## config.mk

```make
export PLATFORM = sky130hd
export DESIGN_NAME = mhf_host_port
export DESIGN_NICKNAME = d
export VERILOG_FILES = /design/src/include/mhf_pkg.sv /design/src/logic/mhf_fifo.sv /design/src/logic/mhf_host_port.sv /design/src/logic/mhf_mem.sv
export VERILOG_INCLUDE_DIRS = /design/src /design/src/include
export SDC_FILE = /design/constraint.sdc
export NUM_CORES = 1
export LEC_CHECK = 0
export ABC_AREA = 1
export BUFFER_PORTS_ARGS = -buffer_cell sky130_fd_sc_hd__buf_4
export CAP_MARGIN = 20
export CORE_MARGIN = 5
export CORE_UTILIZATION = 67
export CTS_BUF_LIST = sky130_fd_sc_hd__clkbuf_16
export CTS_CLUSTER_DIAMETER = 50
export DETAILED_ROUTE_END_ITERATION = 8
export PLACE_DENSITY = 0.86
export SYNTH_ARGS = -nofsm -noshare
export SYNTH_HDL_FRONTEND = slang
export SYNTH_SLANG_ARGS = --single-unit
```

## constraint.sdc

```tcl
create_clock -name clk -period 5.62 [get_ports clk]
set_input_delay 1.124 -clock clk [delete_from_list [all_inputs] [get_ports clk]]
set_output_delay 1.124 -clock clk [all_outputs]
set_load 0.01 [all_outputs]
```

## src/include/mhf_consts.svh

```systemverilog
// Register offsets, field positions, reset values and timing constants
`ifndef MHF_CONSTS_SVH
`define MHF_CONSTS_SVH
`define MHF_ADDR_W         8
`define MHF_OFF_CONTROL    8'h22
`define MHF_OFF_TX_PORT    8'h23
`define MHF_OFF_RX_PORT    8'h24
`define MHF_OFF_THRESH     8'h25
`define MHF_OFF_JABBER     8'h27
`define MHF_PORT_RESET     16'h0200
`define MHF_CTRL_RESET     16'h0048
`define MHF_IRQ_MASK_RESET 16'h0024
`define MHF_CTRL_LOOP_BIT  2
`define MHF_LVL_HI         15
`define MHF_LVL_LO         12
`define MHF_LVLF_BIT       11
`define MHF_FULL_BIT       10
`define MHF_EMPTY_BIT      9
`define MHF_PAR_BIT        8
`define MHF_TH_TX_HI       7
`define MHF_TH_TX_LO       4
`define MHF_TH_RX_HI       3
`define MHF_TH_RX_LO       0
`define MHF_CLK_HZ         100000000
`define MHF_JAB_UNIT_US    2048
`define MHF_JAB_UNIT_CYC   ((`MHF_CLK_HZ / 1000000) * `MHF_JAB_UNIT_US)
`define MHF_CFG_MANCH      2'b11
`endif

```

## src/include/mhf_pkg.sv

```systemverilog
// Types shared by the host FIFO port design
package mhf_pkg;
  typedef enum logic [1:0] {MHF_FSK_1M2, MHF_FSK_3M6, MHF_MANCH} mhf_mode_t;
  typedef enum logic [1:0] {MHF_JAB_IDLE, MHF_JAB_RUN, MHF_JAB_TRIP} mhf_jab_state_t;
endpackage : mhf_pkg

```

## src/logic/mhf_fifo.sv

```systemverilog
// Fill-counted FIFO with level, full and empty status
`timescale 1ns/10ps
`include "mhf_consts.svh"
module mhf_fifo #(
  parameter int WIDTH = 9,
  parameter int DEPTH = 15,
  parameter int AW    = 4
) (
  input  wire logic             clk,
  input  wire logic             rst_n,
  input  wire logic             push,
  input  wire logic [WIDTH-1:0] push_data,
  input  wire logic             pop,
  input  wire logic [AW-1:0]    thresh,
  output logic      [WIDTH-1:0] head_data,
  output logic      [AW-1:0]    count,
  output logic                  full,
  output logic                  empty,
  output logic                  level
);
  logic [AW-1:0] wr_q, rd_q, cnt_q;
  wire           do_push = push && (cnt_q != AW'(DEPTH)); // Full drops the write
  wire           do_pop  = pop && (cnt_q != '0);
  wire  [AW-1:0] rd_next = (rd_q == AW'(DEPTH - 1)) ? '0 : rd_q + 1'b1;
  wire  [AW-1:0] rd_look = do_pop ? rd_next : rd_q;
  // Read-during-write to the next slot must bypass the memory's old word
  wire           bypass  = do_push && (cnt_q == (do_pop ? AW'(1) : AW'(0)));
  logic [WIDTH-1:0] mem_q, byp_q;
  logic             use_byp_q;

  mhf_mem #(.WIDTH(WIDTH), .DEPTH(DEPTH), .AW(AW)) u_mem (
    .clk   (clk),
    .we    (do_push),
    .waddr (wr_q),
    .wdata (push_data),
    .raddr (rd_look),
    .rdata (mem_q)
  );

  // Pointers and count
  always_ff @(posedge clk)
  begin
    if (!rst_n)
    begin
      wr_q      <= '0;
      rd_q      <= '0;
      cnt_q     <= '0;
      byp_q     <= '0;
      use_byp_q <= 1'b0;
    end
    else
    begin
      if (do_push)
        wr_q <= (wr_q == AW'(DEPTH - 1)) ? '0 : wr_q + 1'b1;
      rd_q      <= rd_look;
      cnt_q     <= cnt_q + AW'(do_push) - AW'(do_pop);
      byp_q     <= push_data;
      use_byp_q <= bypass;
    end
  end

  assign head_data = use_byp_q ? byp_q : mem_q;
  assign count     = cnt_q;
  assign full      = (cnt_q == AW'(DEPTH));
  assign empty     = (cnt_q == '0);
  assign level     = (thresh != '0) && (cnt_q >= thresh);
endmodule : mhf_fifo

```

## src/logic/mhf_host_port.sv

```systemverilog
// Host-side transmit/receive FIFO port of the fieldbus modem
`timescale 1ns/10ps
`include "mhf_consts.svh"
module mhf_host_port
  import mhf_pkg::*;
#(
  parameter int DEPTH         = 15,
  parameter int JAB_UNIT_CYC  = `MHF_JAB_UNIT_CYC
) (
  input  wire logic        clk,
  input  wire logic        rst_n,
  input  wire logic [7:0]  reg_addr,
  input  wire logic        reg_wr,
  input  wire logic        reg_rd,
  input  wire logic [15:0] reg_wdata,
  output logic      [15:0] reg_rdata,
  input  wire logic [1:0]  clock_config_pins,
  input  wire logic        crystal_enable_pin,
  input  wire logic        demod_valid,
  input  wire logic [7:0]  demod_byte,
  input  wire logic        mod_ready,
  output logic             mod_valid,
  output logic      [8:0]  mod_byte,
  output logic             tx_active,
  output logic             jabber_trip,
  output logic             manchester_fieldbus_mode,
  output logic             use_internal_osc,
  output logic      [7:0]  fifo_events
);
  localparam int AW = 4;
  localparam int JW = 8 + $clog2(JAB_UNIT_CYC + 1);

  logic [7:0]  thresh_q, jabber_q;
  logic        loop_q;
  logic [15:0] rdata_q;
  logic        mod_valid_q;
  logic [8:0]  mod_byte_q;
  logic        manch_q, int_osc_q, trip_q, tx_active_q;
  logic [7:0]  events_q;
  logic [JW-1:0] jab_cnt_q;
  mhf_jab_state_t jab_q;

  // Address decode
  wire sel_tx   = (reg_addr == `MHF_OFF_TX_PORT);
  wire sel_rx   = (reg_addr == `MHF_OFF_RX_PORT);
  wire sel_th   = (reg_addr == `MHF_OFF_THRESH);
  wire sel_jab  = (reg_addr == `MHF_OFF_JABBER);
  wire sel_ctl  = (reg_addr == `MHF_OFF_CONTROL);

  // FIFO status
  wire [8:0]    tx_head, rx_head;
  wire [AW-1:0] tx_cnt, rx_cnt;
  wire          tx_full, tx_empty, tx_lvl, rx_full, rx_empty, rx_lvl;

  // Transmit side: host write pushes; drain to modulator or, in loopback, to receive
  wire       tx_push  = reg_wr && sel_tx;
  wire [8:0] tx_wdata = reg_wdata[`MHF_PAR_BIT:0];
  wire       tx_drain_mod  = !tx_empty && !loop_q && (!mod_valid_q || mod_ready);
  wire       tx_drain_loop = !tx_empty && loop_q && !rx_full;
  wire       tx_pop   = tx_drain_mod || tx_drain_loop;
  // Receive side: loopback replaces the demodulator source
  wire       rx_push  = loop_q ? tx_drain_loop : demod_valid;
  wire [8:0] rx_wdata = loop_q ? tx_head : {~^demod_byte, demod_byte};
  wire       rx_pop   = reg_rd && sel_rx;

  mhf_fifo #(.WIDTH(9), .DEPTH(DEPTH), .AW(AW)) u_tx (
    .clk       (clk),
    .rst_n     (rst_n),
    .push      (tx_push),
    .push_data (tx_wdata),
    .pop       (tx_pop),
    .thresh    (thresh_q[`MHF_TH_TX_HI:`MHF_TH_TX_LO]),
    .head_data (tx_head),
    .count     (tx_cnt),
    .full      (tx_full),
    .empty     (tx_empty),
    .level     (tx_lvl)
  );

  mhf_fifo #(.WIDTH(9), .DEPTH(DEPTH), .AW(AW)) u_rx (
    .clk       (clk),
    .rst_n     (rst_n),
    .push      (rx_push),
    .push_data (rx_wdata),
    .pop       (rx_pop),
    .thresh    (thresh_q[`MHF_TH_RX_HI:`MHF_TH_RX_LO]),
    .head_data (rx_head),
    .count     (rx_cnt),
    .full      (rx_full),
    .empty     (rx_empty),
    .level     (rx_lvl)
  );

  // Read data: write-only transmit fields read back as zero
  wire [15:0] tx_status = {tx_cnt, tx_lvl, tx_full, tx_empty, 9'h000};
  // Empty receive port shows zero data, matching its reset word
  wire [8:0]  rx_shown  = rx_empty ? 9'h000 : rx_head;
  wire [15:0] rx_status = {rx_cnt, rx_lvl, rx_full, rx_empty, rx_shown};
  wire [15:0] rd_mux =
    sel_tx  ? tx_status :
    sel_rx  ? rx_status :
    sel_th  ? {8'h00, thresh_q} :
    sel_jab ? {8'h00, jabber_q} :
    sel_ctl ? (16'h0001 << `MHF_CTRL_LOOP_BIT) & {16{loop_q}} :
    16'h0000;

  // Writable configuration
  always_ff @(posedge clk)
  begin
    if (!rst_n)
    begin
      thresh_q <= 8'h00;
      jabber_q <= 8'h00;
      loop_q   <= 1'b0;
    end
    else if (reg_wr)
    begin
      if (sel_th)
        thresh_q <= reg_wdata[7:0];
      if (sel_jab)
        jabber_q <= reg_wdata[7:0];
      if (sel_ctl)
        loop_q <= reg_wdata[`MHF_CTRL_LOOP_BIT];
    end
  end

  // Registered read data, captured on the read strobe
  always_ff @(posedge clk)
  begin
    if (!rst_n)
      rdata_q <= `MHF_PORT_RESET;
    else if (reg_rd)
      rdata_q <= rd_mux;
  end

  // Modulator hand-off holding register
  always_ff @(posedge clk)
  begin
    if (!rst_n)
    begin
      mod_valid_q <= 1'b0;
      mod_byte_q  <= 9'h000;
    end
    else if (tx_drain_mod)
    begin
      mod_valid_q <= 1'b1;
      mod_byte_q  <= tx_head;
    end
    else if (mod_ready)
      mod_valid_q <= 1'b0;
  end

  // Mode and clock source from strap pins, sampled every cycle
  wire manch_d   = (clock_config_pins == `MHF_CFG_MANCH);
  wire int_osc_d = !crystal_enable_pin && (clock_config_pins != `MHF_CFG_MANCH);

  // Jabber: counts continuous transmission in 2.048 ms units; zero disables
  wire busy     = mod_valid_q || !tx_empty;
  wire unit_end = (jab_cnt_q[JW-9:0] == (JW-8)'(JAB_UNIT_CYC - 1));
  wire units_up = (jab_cnt_q[JW-1:JW-8] == jabber_q - 8'h01);
  always_ff @(posedge clk)
  begin
    if (!rst_n || !busy || jabber_q == 8'h00)
    begin
      jab_q     <= MHF_JAB_IDLE;
      jab_cnt_q <= '0;
    end
    else
    begin
      unique case (jab_q)
        MHF_JAB_IDLE: jab_q <= MHF_JAB_RUN;
        MHF_JAB_RUN:
        begin
          if (unit_end && units_up)
            jab_q <= MHF_JAB_TRIP;
          else if (unit_end)
            jab_cnt_q <= {jab_cnt_q[JW-1:JW-8] + 8'h01, (JW-8)'(0)};
          else
            jab_cnt_q <= jab_cnt_q + JW'(1);
        end
        MHF_JAB_TRIP: jab_q <= MHF_JAB_TRIP;
      endcase
    end
  end

  // Output flops: mode pins, jabber, and FIFO events for the interrupt logic
  always_ff @(posedge clk)
  begin
    if (!rst_n)
    begin
      manch_q     <= 1'b0;
      int_osc_q   <= 1'b0;
      trip_q      <= 1'b0;
      tx_active_q <= 1'b0;
      events_q    <= 8'h00;
    end
    else
    begin
      manch_q     <= manch_d;
      int_osc_q   <= int_osc_d;
      trip_q      <= (jab_q == MHF_JAB_TRIP);
      tx_active_q <= busy;
      // Unmasked event levels; the status register sees them regardless of mask
      events_q    <= {rx_lvl, rx_full, rx_empty, tx_lvl, tx_full, tx_empty, 2'b00};
    end
  end

  assign reg_rdata                = rdata_q;
  assign mod_valid                = mod_valid_q;
  assign mod_byte                 = mod_byte_q;
  assign tx_active                = tx_active_q;
  assign jabber_trip              = trip_q;
  assign manchester_fieldbus_mode = manch_q;
  assign use_internal_osc         = int_osc_q;
  assign fifo_events              = events_q;
endmodule : mhf_host_port

```

## src/logic/mhf_mem.sv

```systemverilog
// Small memory for FIFO entries with registered read data
`timescale 1ns/10ps
module mhf_mem #(
  parameter int WIDTH = 9,
  parameter int DEPTH = 15,
  parameter int AW    = 4
) (
  input  wire logic             clk,
  input  wire logic             we,
  input  wire logic [AW-1:0]    waddr,
  input  wire logic [WIDTH-1:0] wdata,
  input  wire logic [AW-1:0]    raddr,
  output logic      [WIDTH-1:0] rdata
);
  logic [WIDTH-1:0] mem [DEPTH];

  // No reset on storage: contents only matter once written
  always_ff @(posedge clk)
  begin
    if (we)
    begin
      mem[waddr] <= wdata;
    end
    rdata <= mem[raddr];
  end
endmodule : mhf_mem

```

==> results.md, run 1 <==
- Status: completed
- TritonCTS clock tree: built
- Antenna violations before repair: 0
- Clk sinks: 413
- Ports: 79
- Leakage power total: 8.632 nW
- DP Wirelength: 30,020 um
- First-pass GRT wire length: 72,310 um
- Count of input and output buffers: 69
- H-tree depth: 2
- Final cycle utilization of the critical path: 60.67%
- Yosys reg bits: 413
- Area grow syn2layout: 9.776%
- RSZ-0062 raised after global routing: no
- Iteration-0 DRC Markers: 1,942
- Fin. Hold Viols: 0
- CP Class: in -> reg
- Psw: 2.735 mW
- Die Span X: 178.7 um
- Grt total ovfl: 0
- Worst setup SP type: primary input
- DR vias/cell: 5.793
- Commonest non-fill, non-tap cells in the layout: nand2_1, inv_1, nand3_1
- Height of the die: 178.7 um
- Clk buf depth: 3
- Max VDD drop: 0.3881 mV
- Hold Path Depth: 2
- Clk pwr share: 30.9%
- Post-Syn Instances: 2,078
- Routability Congestion: 0.9259
- Die area: 31,940 um^2
- Crit end category: flip-flop
- Sequential share of the synthesized area: 57.53%
- Residual DRC: 0
- Sequential cell fraction of total power: 42.9%
- Mapped Area: 19,070 um^2
- Std cell rows: 61
- WL/cell: 18.21 um
- Largest net degree at the start of global routing: 68
- Post-CTS sizing: 0
- Tightest Pin Transition: 1.059 ns
- Final Skew: 0.01445 ns
- Reg2Reg Depth: 12
- Nets: 2,188
- Distinct cell type count after synthesis: 51
- Fmax achieved: 0.2933 GHz
- Final WL: 46,110 um
- CP max FO: 10
- Initial Util: 68.27%
- Fraction of registers with async set/reset: 0%
- DR vias: 14,670
- Most common cell after layout, fill and taps aside: nand2_1
- Max-cap viol count: 0
- Vias in the first global route: 14,010
- Pint: 5.377 mW
- CP Data Required Time: 5.78 ns
- Drt pass-1 iters: 6
- Setup Fix Bufs, Post-CTS: 0
- # fillers: 1,859
- Fin Setup TNS: 0 ns
- Power share of the combinational group: 26.3%
- CTS Buf Count: 41
- Final Power: 8.111 mW
- Critical Path AT: 3.57 ns
- Ys flop type: edfxtp_1
- Final core occ: 74.94%
- Max Slew Vio Count: 0
- CTS root buf: clkbuf_16
- Core box area: 27,930 um^2
- Total GRT Usage: 28.80%
- Setup violations, final: 0
- Ratio of cells with drive above 1 in the final layout: 9.986%
- Worst-Skew Late Latency: 0.54 ns
- Routed Antenna Nets: 0
- Number of flops mapped to enable cells by yosys: 270
- Syn Area/Cell: 9.177 um^2
- Hold crit path type: reg -> reg
- Clock transition at path regs: 0.06 ns
- YS warnings: 0
- Power density of the placed cells: 387.5 nW/um^2
- Minimum clock period: 3.410 ns
- Hold Buf Count CTS: 0
- Sw frac: 33.72%
- Relative slew slack: 29.27%
-- through the flow --
| stage | cells | hold slack, ns | cell area [um^2] | setup slack [ns] |
|---|---|---|---|---|
| floorplan | 2079 | 0.4383 | 19070 | 2.581 |
| global placement | 2453 | 0.4584 | 19700 | 1.747 |
| detailed placement | 2455 | 0.4588 | 19710 | 1.710 |
| CTS | 2531 | 0.4684 | 20930 | 2.254 |
| global route | 2531 | 0.4869 | 20930 | 2.011 |
| finish | 2532 | 0.4685 | 20930 | 2.210 |
-- worst paths after layout --
check | slack (ns) | to | startpoint
max | 2.21 | u_tx.u_mem.mem[1][8]$_DFFE_PP_ | reg_addr[4]
min | 0.47 | reg_rdata[6]$_SDFFE_PN0P_ | reg_rdata[6]$_SDFFE_PN0P_
max reg2reg | 2.22 | u_tx.u_mem.rdata[2]$_DFF_P_ | u_tx.count[2]$_SDFF_PN0_
min reg2reg | 0.47 | reg_rdata[6]$_SDFFE_PN0P_ | reg_rdata[6]$_SDFFE_PN0P_
-- cell usage after synthesis, types with 15 or more instances --
cell type | count | area share, %
xor2_1 | 19 | 0.87
nor3_1 | 15 | 0.39
dfxtp_1 | 143 | 15
inv_1 | 268 | 5.3
clkbuf_1 | 26 | 0.51
o211ai_1 | 17 | 0.67
o21ai_0 | 65 | 1.7
nor2_1 | 133 | 2.6
nand3_1 | 276 | 7.2
nand2_1 | 493 | 9.7
nand3b_1 | 44 | 1.7
xnor2_1 | 15 | 0.69
ha_1 | 25 | 1.6
buf_2 | 36 | 0.94
inv_2 | 15 | 0.30
a21oi_1 | 85 | 2.2
edfxtp_1 | 270 | 43
-- area by class of cell --
cell class | count | area [um^2] | share of cell area [%]
Clock buffer | 41 | 1026 | 4.901
Inverter | 283 | 1062 | 5.074
Multi-Input combinational cell | 1298 | 6581 | 31.44
Sequential cell | 413 | 10970 | 52.41
Antenna cell | 1 | 2.502 | 0.01195
Clock inverter | 35 | 193.9 | 0.9264
Timing Repair Buffer | 83 | 624.3 | 2.982
Tap cell | 378 | 473.0 | 2.259
-- critical path: stages --
cell and delay [ns]:
buf_4 0.11, inv_1 0.04, nand2_1 0.05, nor2_2 0.24, nand2_1 0.27, inv_1 0.18, nand3_1 0.34, inv_1 0.28
nand3_1 0.17, nor2_1 0.75
-- power by group through the flow --
stage / clock network [mW] / registers (mW) / logic [mW]
4_1_cts: 2.51 / 3.47 / 2.11
3_5_place_dp: 0 / 3.54 / 2.07
5_1_grt: 2.64 / 3.49 / 2.37
3_3_place_gp: 0 / 3.53 / 1.98
6_report: 2.50 / 3.48 / 2.13
2_1_floorplan: 0 / 3.52 / 1.54
-- flip-flops by register name (all words and copies together), names as in the netlist, 9 cells and up --
register / cells
u_tx.u_mem.mem: 135
mod_byte: 9
u_rx.u_mem.rdata: 9
u_rx.byp_q: 9
reg_rdata: 16
u_tx.byp_q: 9
u_rx.u_mem.mem: 135
u_tx.u_mem.rdata: 9
jab_cnt_q: 26
-- cell families after synthesis --
logic type               Yosys count  share of synthesized area (%)
AND/OR/NAND/NOR                 1018                          24.18
flip-flops                       413                          57.53
buffers and inverters            368                          7.998
AO/OA/AOI/OAI                    202                          6.069
XOR/XNOR                          34                          1.562
adder cells (fa/ha/maj)           27                          1.850
multiplexers                      15                         0.7939
other                              1                        0.01966
-- routing by layer --
metal	wire length [um]	GRT usage, %	up-vias
met5	0	0	-
met4	2366	13.56	0
met3	4086	4.977	165
met2	22220	48.24	758
met1	17430	36.77	6795
li1	-	-	6950
Power figures use the tool's default switching activity.
==> inputs of run 2 (changes only) <==
- ABC_AREA: 1 -> 0
- CORE_UTILIZATION: 67 -> 56
- PLACE_DENSITY: 0.86 -> 0.76
- clock period: 5.62 -> 2.8 ns (I/O delays scaled with it)
==> run 2 against run 1 <==
Effect of this change: global-route usage decreased by 2.7 points; register-to-register slack got worse by 2.2 ns; first-iteration DRC count decreased by 37%; die area increased by 15%; synthesized area decreased by 3.2%; sequential share of layout area decreased by 2.8 points; non-clock buffer count increased by 138; critical endpoint is now u_tx.u_mem.rdata[3]$_DFF_P_; largest power group unchanged.
==> results.md, run 2 <==
- Status: completed (unchanged)
- Distinct cell type count after synthesis: 74 (was 51)
- DR vias/cell: 6.030 (was 5.793)
- Die Span X: 191.5 um (was 178.7 um)
- First-pass GRT wire length: 75,510 um (was 72,310 um)
- Final cycle utilization of the critical path: 97.80%
- Worst hold slack: 0.1787 ns (was 0.4685 ns)
- Clk buf depth: 3 (unchanged)
- Nets: 1,887 (was 2,188)
- Ratio of cells with drive above 1 in the final layout: 20.06% (was 9.986%)
- Max-cap viol count: 0 (unchanged)
- Fmax achieved: 0.3652 GHz
- Worst setup SP type: flip-flop (was primary input)
- Count of input and output buffers: 69 (unchanged)
- Final WL: 47,830 um (was 46,110 um)
- Drt pass-1 iters: 5 (was 6)
- Tightest Pin Transition: 0.6423 ns (was 1.059 ns)
- N_diodes: 0 (was 1)
- Leakage power total: 7.991 nW (was 8.632 nW)
- CP Class: reg -> reg (was in -> reg)
- Relative slew slack: 57.02% (was 29.27%)
- Max Slew Vio Count: 0 (unchanged)
- Worst path slowest cell: mux4_2 (was nor2_1)
- Fin. Hold Viols: 0 (unchanged)
- Most used standard cell by instance count after synthesis: edfxtp_1 (was nand2_1)
- Worst path cell trace: ha_2 > and4_4 > or3_4 > clkinv_4 > mux2i_4 > buf_12 > buf_6 > mux4_2 > o2111ai_2 > o221ai_1 (was buf_4 > inv_1 > nand2_1 > nor2_2 > nand2_1 > inv_1 > nand3_1 > inv_1 > nand3_1 > nor2_1)
- Final cell area excluding filler cells: 22,120 um^2 (was 20,930 um^2)
- H-tree depth: 2 (unchanged)
- Commonest non-fill, non-tap cells in the layout: edfxtp_1, nand2_1, buf_4 (was nand2_1, inv_1, nand3_1)
- Routability Congestion: 0.9198 (was 0.9259)
- DR vias: 13,850 (was 14,670)
- Commonest cells in the netlist: edfxtp_1, nand2_1, dfxtp_1, nor2_1, a21oi_1 (was nand2_1, nand3_1, edfxtp_1)
- Post-placement cell count: 2,209 (was 2,455)
- CP max stage delay: 0.54 ns (was 0.75 ns)
- Clk sinks: 413 (unchanged)
- DP Wirelength: 31,940 um (was 30,020 um)
- Max VDD drop: 0.6368 mV (was 0.3881 mV)
- CP Data Required Time: 3.21 ns (was 5.78 ns)
- Power density of the placed cells: 776.0 nW/um^2 (was 387.5 nW/um^2)
- CTS Buf Count: 43 (was 41)
- Minimum clock period: 2.738 ns
- Hold crit path type: in -> reg (was reg -> reg)
- Syn Area/Cell: 11.16 um^2 (was 9.177 um^2)
- Iteration-0 DRC Markers: 1,233 (was 1,942)
- Top post-synthesis cells by area: edfxtp_1, dfxtp_1, mux2i_1 (was edfxtp_1, dfxtp_1, nand2_1)
- Multi-input gate area: 7126 um^2 (was 6581 um^2)
- Yosys reg bits: 413 (unchanged)
- RSZ-0062 raised after global routing: yes (was no)
- Residual DRC: 0 (unchanged)
- CP max FO: 5 (was 10)
- Final Skew: 0.01607 ns (was 0.01445 ns)
- Hold Buf Count CTS: 0 (unchanged)
- Crit end category: flip-flop (unchanged)
- Top Registers: u_rx.u_mem.mem x135, u_tx.u_mem.mem x135, jab_cnt_q x26 (unchanged)
- Grt total ovfl: 0 (unchanged)
- Die area: 36,690 um^2 (was 31,940 um^2)
- Std cell rows: 66 (was 61)
- Post-DP Area: 20,430 um^2 (was 19,710 um^2)
- Ys flop type: edfxtp_1 (unchanged)
- Initial Util: 56.72% (was 68.27%)
- Post-Layout Cell Count: 2,296 (was 2,532)
- Number of flops mapped to enable cells by yosys: 270 (unchanged)
- Sequential cell area: 10,980 um^2 (was 10,970 um^2)
- Core box area: 32,540 um^2 (was 27,930 um^2)
- Yosys top cell area share: 43.93% (was 42.52%)
- Area grow syn2layout: 19.84% (was 9.776%)
- Height of the die: 191.5 um (was 178.7 um)
- Worst-Skew Late Latency: 0.54 ns (about the same)
- YS warnings: 0 (unchanged)
- Routed Antenna Nets: 0 (unchanged)
- Mapped Area: 18,460 um^2 (was 19,070 um^2)
- Ports: 79 (unchanged)
- Final Power: 17.16 mW (was 8.111 mW)
- Post-Syn Instances: 1,654 (was 2,078)
- CTS root buf: clkbuf_16 (unchanged)
- Antenna violations before repair: 0 (unchanged)
- Largest net degree at the start of global routing: 51 (was 68)
- Clock transition at path regs: 0.06 ns (about the same)
- Setup violations, final: 0 (unchanged)
- Most common cell after layout, fill and taps aside: edfxtp_1 (was nand2_1)
- Fraction of registers with async set/reset: 0% (unchanged)
- Sequential share of the synthesized area: 59.44% (was 57.53%)
- TritonCTS clock tree: built (unchanged)
- Vias in the first global route: 13,930 (was 14,010)
- Final core occ: 67.97% (was 74.94%)
- # fillers: 2,359 (was 1,859)
- Total GRT Usage: 26.06% (was 28.80%)
- Critical Path AT: 3.14 ns (was 3.57 ns)
- Yosys top cell by area: edfxtp_1 (unchanged)
- WL/cell: 20.83 um (was 18.21 um)
[run 2: routing by layer]
metal	track usage, %	vias up	wire (um)
met5	0	-	0
met4	9.945	0	1901
met3	3.123	130	3125
met2	45.84	566	24350
met1	33.11	6701	18460
li1	-	6448	-
[run 2: through the flow]
stage	setup TNS [ns]	worst slack [ns]
2_1_floorplan	0	0.001460
3_3_place_gp	-22.54	-0.2073
3_5_place_dp	-26.31	-0.3202
4_1_cts	-0.005370	-0.003180
5_1_grt	-0.02110	-0.02110
6_report	0	0.06151
[run 2: cell type report]
class                      count  area share, %
clock inverter                37          1.584
sequential                   413          49.65
tap                          442          2.501
timing repair buffer         221          8.497
multi-input combinational   1101          32.22
inverter                      39         0.6845
clock buffer                  43          4.865
[run 2: critical path: cells and delay by family (launching register included)]
kind,cells,cell delay [ns]
buffers and inverters,3,0.34
AO/OA/AOI/OAI,2,0.36
flip-flops,1,0.33
AND/OR/NAND/NOR,2,0.57
adder cells (fa/ha/maj),1,0.18
multiplexers,2,0.82
[run 2: what timing repair did]
action | CTS | global route
gates cloned | 1 | 0
endpoints found under the setup margin | 17 | 21
pin swaps | 5 | 6
gates resized for setup | 27 | 14
setup buffers | 4 | 4
[run 2: logic make-up (layout without fill, tap and decap cells)]
logic type / count (synthesis) / after routing / share of synthesized area, %
AOI/OAI and AO/OA: 333 / 333 / 11.69
xor gates and xnor gates: 29 / 29 / 1.376
adders and majority gates: 27 / 27 / 1.912
buffers and inverters: 141 / 340 / 3.302
DFF: 413 / 413 / 59.44
muxes: 99 / 99 / 6.414
other: 1 / 2 / 0.02032
and+or+nand+nor: 611 / 611 / 15.84
[run 2: where the power goes]
| group | internal, mW | switching (mW) |
|---|---|---|
| sequential | 6.80 | 0.206 |
| clock | 3.37 | 2.34 |
| combinational | 1.93 | 2.51 |
| total | 12.1 | 5.06 |
[run 2: worst paths after layout]
path / startpoint / endpoint / slack (ns) / cells after the start
worst max-delay path: u_rx.count[2]$_SDFF_PN0_ / u_tx.u_mem.rdata[3]$_DFF_P_ / 0.06 / 10
worst min-delay path: crystal_enable_pin / use_internal_osc$_SDFF_PN0_ / 0.18 / 2
worst max register to register: u_rx.count[2]$_SDFF_PN0_ / u_tx.u_mem.rdata[3]$_DFF_P_ / 0.06 / 10
worst min register to register: reg_rdata[4]$_SDFFE_PN0P_ / reg_rdata[4]$_SDFFE_PN0P_ / 0.47 / 2
==> inputs of run 3 (changes only) <==
--- a/config.mk
+++ b/config.mk
@@ -16,4 +16,5 @@
 export DETAILED_ROUTE_END_ITERATION = 8
 export PLACE_DENSITY = 0.76
+export SETUP_SLACK_MARGIN = 0.1
 export SYNTH_ARGS = -nofsm -noshare
 export SYNTH_HDL_FRONTEND = slang
==> constraint.sdc (replaced) <==
create_clock -name clk -period 2.8 [get_ports clk]
set_input_delay 0.56 -clock clk [delete_from_list [all_inputs] [get_ports clk]]
set_output_delay 0.56 -clock clk [all_outputs]
set_load 0.05 [all_outputs]
==> run 3 against run 2 <==
Effect of this change: routed wire length up 0.45%; register-to-register slack barely moved; die area unchanged; global-route usage decreased by 0.50 points; non-clock buffer count grew 11; flip-flop and latch count did not move; utilization grew 1.2 points; critical endpoint is now u_tx.u_mem.rdata[1]$_DFF_P_; highest routed layer unchanged; total power increased by 3.9%; via count increased by 1.0%.
==> results.md, run 3 (synthesized netlist as in run 2, its figures left out) <==
- Fmax achieved: 0.3649 GHz (was 0.3652 GHz)
- Worst path slowest cell: mux4_2 (unchanged)
- Commonest non-fill, non-tap cells in the layout: edfxtp_1, nand2_1, buf_4 (unchanged)
- DP Wirelength: 31,890 um (was 31,940 um)
- Sequential cell area: 10,980 um^2 (about the same)
- Routed Antenna Nets: 0 (unchanged)
- Drt pass-1 iters: 7 (was 5)
- Hold wc startpoint: crystal_enable_pin (unchanged)
- Power density of the placed cells: 792.5 nW/um^2 (was 776.0 nW/um^2)
- Iteration-0 DRC Markers: 1,261 (was 1,233)
- DR vias: 13,990 (was 13,850)
- Fin Setup TNS: 0 ns (unchanged)
- Core box area: 32,540 um^2 (unchanged)
- Minimum clock period: 2.741 ns (was 2.738 ns)
- CTS root buf: clkbuf_16 (unchanged)
- Routability Congestion: 0.9779 (was 0.9198)
- Die area: 36,690 um^2 (unchanged)
- Critical Path AT: 3.15 ns (was 3.14 ns)
- GRT met1 Usage: 31.75% (was 33.11%)
- Final WL: 48,040 um (was 47,830 um)
- Final Skew: 0.02605 ns (was 0.01607 ns)
- Die Span X: 191.5 um (unchanged)
- Grt peak-use layer: met2 (unchanged)
- RSZ-0062 raised after global routing: yes (unchanged)
- R2R Path End: u_tx.u_mem.rdata[1]$_DFF_P_ (was u_tx.u_mem.rdata[3]$_DFF_P_)
- Top Registers: u_rx.u_mem.mem x135, u_tx.u_mem.mem x135, jab_cnt_q x26 (unchanged)
- Leakage power total: 8.107 nW (was 7.991 nW)
- Antenna violations before repair: 1 (was 0)
- Grt total ovfl: 0 (unchanged)
- Post-DP Area: 20,560 um^2 (was 20,430 um^2)
- Largest net degree at the start of global routing: 55 (was 51)
- First-pass GRT wire length: 73,730 um (was 75,510 um)
- Count of input and output buffers: 69 (unchanged)
- CP Data Required Time: 3.21 ns (about the same)
- Initial Util: 56.72% (unchanged)
- Status: completed (unchanged)
- Nets: 1,898 (was 1,887)
- CP Class: reg -> reg (unchanged)
- CP bufs+invs: 3 (unchanged)
- Most common cell after layout, fill and taps aside: edfxtp_1 (unchanged)
- Crit end category: flip-flop (unchanged)
- Multi-input gate area: 7326 um^2 (was 7126 um^2)
- Final cell area excluding filler cells: 22,490 um^2 (was 22,120 um^2)
- Ratio of cells with drive above 1 in the final layout: 21.88% (was 20.06%)
- Setup violations, final: 0 (unchanged)
- Area grow syn2layout: 21.87% (was 19.84%)
- Clk sinks: 413 (unchanged)
- Residual DRC: 0 (unchanged)
- Final cycle utilization of the critical path: 97.88% (was 97.80%)
- Total GRT Usage: 25.56% (was 26.06%)
- Tightest Pin Transition: 0.6631 ns (was 0.6423 ns)
- Hold Path Depth: 2 (unchanged)
- Met2 Use GR: 44.80% (was 45.84%)
- Max VDD drop: 0.6272 mV (was 0.6368 mV)
- Std cell rows: 66 (unchanged)
- Clk buf depth: 3 (unchanged)
- Hold Buf Count CTS: 0 (unchanged)
- CP max FO: 5 (unchanged)
- DR vias/cell: 6.063 (was 6.030)
- Height of the die: 191.5 um (unchanged)
- Reg2Reg Depth: 10 (unchanged)
- FF-to-FF Start: u_rx.count[2]$_SDFF_PN0_ (unchanged)
- Ports: 79 (unchanged)
- N_diodes: 0 (unchanged)
- Relative slew slack: 55.63% (was 57.02%)
- R2R setup slack: 0.06 ns (about the same)
- Max Slew Vio Count: 0 (unchanged)
- CP max stage delay: 0.53 ns (was 0.54 ns)
- H-tree depth: 2 (unchanged)
- Fin. Hold Viols: 0 (unchanged)
- Max-cap viol count: 0 (unchanged)
- Hold EP: use_internal_osc$_SDFF_PN0_ (unchanged)
- Worst path cell trace: ha_2 > and4_4 > or3_4 > clkinv_4 > mux2i_4 > buf_6 > buf_16 > mux4_2 > o2111ai_4 > o221ai_2 (was ha_2 > and4_4 > or3_4 > clkinv_4 > mux2i_4 > buf_12 > buf_6 > mux4_2 > o2111ai_2 > o221ai_1)
- GRT met3 Usage: 3.817% (was 3.123%)
- Clock transition at path regs: 0.06 ns (about the same)
- Worst-Skew Late Latency: 0.55 ns (was 0.54 ns)
- Worst setup SP type: flip-flop (unchanged)
- # fillers: 2,325 (was 2,359)
- CTS Buf Count: 43 (unchanged)
- CP top delay family: multiplexers (unchanged)
- WL/cell: 20.82 um (was 20.83 um)
- Hold crit path type: in -> reg (unchanged)
- Vias in the first global route: 13,660 (was 13,930)
- TritonCTS clock tree: built (unchanged)
## run 3: per-stage QoR
| step | cells | power (mW) | utilization (%) | worst slack (ns) | hold slack (ns) |
|---|---|---|---|---|---|
| floorplan | 1655 | 9.817 | - | 0.1020 | 0.4445 |
| CTS | 2300 | 17.59 | 68.35 | 0.03575 | 0.1688 |
| detailed placement | 2214 | 11.40 | 63.18 | -0.2465 | 0.4600 |
| global route | 2307 | 18.59 | 69.13 | -0.02388 | 0.1728 |
| finish | 2307 | 17.82 | 69.13 | 0.05929 | 0.1869 |
| global placement | 2214 | 11.26 | 63.18 | -0.2092 | 0.4538 |
## run 3: worst max-delay path by stage
| stage | end | slack, ns | from | cells after the start |
|---|---|---|---|---|
| floorplan | u_tx.u_mem.rdata[0]$_DFF_P_ | 0.10 | u_tx.count[3]$_SDFF_PN0_ | 10 |
| global placement | u_rx.u_mem.rdata[2]$_DFF_P_ | -0.21 | reg_addr[1] | 10 |
| detailed placement | u_rx.u_mem.rdata[2]$_DFF_P_ | -0.25 | reg_addr[1] | 10 |
| CTS | u_tx.u_mem.rdata[1]$_DFF_P_ | 0.04 | u_tx.count[2]$_SDFF_PN0_ | 11 |
| global route | u_tx.u_mem.rdata[1]$_DFF_P_ | -0.02 | u_tx.count[3]$_SDFF_PN0_ | 11 |
| finish | u_tx.u_mem.rdata[1]$_DFF_P_ | 0.06 | u_rx.count[2]$_SDFF_PN0_ | 10 |
## run 3: timing repair
action,CTS,global route
hold endpoints to repair,0,0
buffers inserted,5,7
cloned,1,0
gates resized for setup,33,44
setup endpoints to repair,21,39
pin swaps,7,13
## run 3: worst register-to-register path, cell delays in order (launching register included)
cell and delay, ns:
dfxtp_2 0.33, ha_2 0.19, and4_4 0.17, or3_4 0.41
clkinv_4 0.07, mux2i_4 0.26, buf_6 0.15, buf_16 0.12
mux4_2 0.54, o2111ai_4 0.25, o221ai_2 0.14
## run 3: final cells by class
type / instances / share of cell area [%]
clock buffers: 43 / 4.784
clock inverters: 37 / 1.563
inverters: 39 / 0.6954
multi-input cells: 1101 / 32.57
flip-flops and latches: 413 / 48.82
well taps: 442 / 2.459
repair buffers: 232 / 9.112
## run 3: power breakdown
part           internal, mW  total [mW]  switching (mW)
Combinational          2.16        5.09            2.93
Clock                  3.38        5.75            2.36
Sequential             6.80        6.99           0.196
## run 3: routing by layer
metal	routed length, um	vias to the layer above	share of wire (%)
li1	-	6483	-
met1	18730	6817	39
met2	24310	566	51
met3	3201	122	6.7
met4	1800	0	3.7
met5	0	-	0
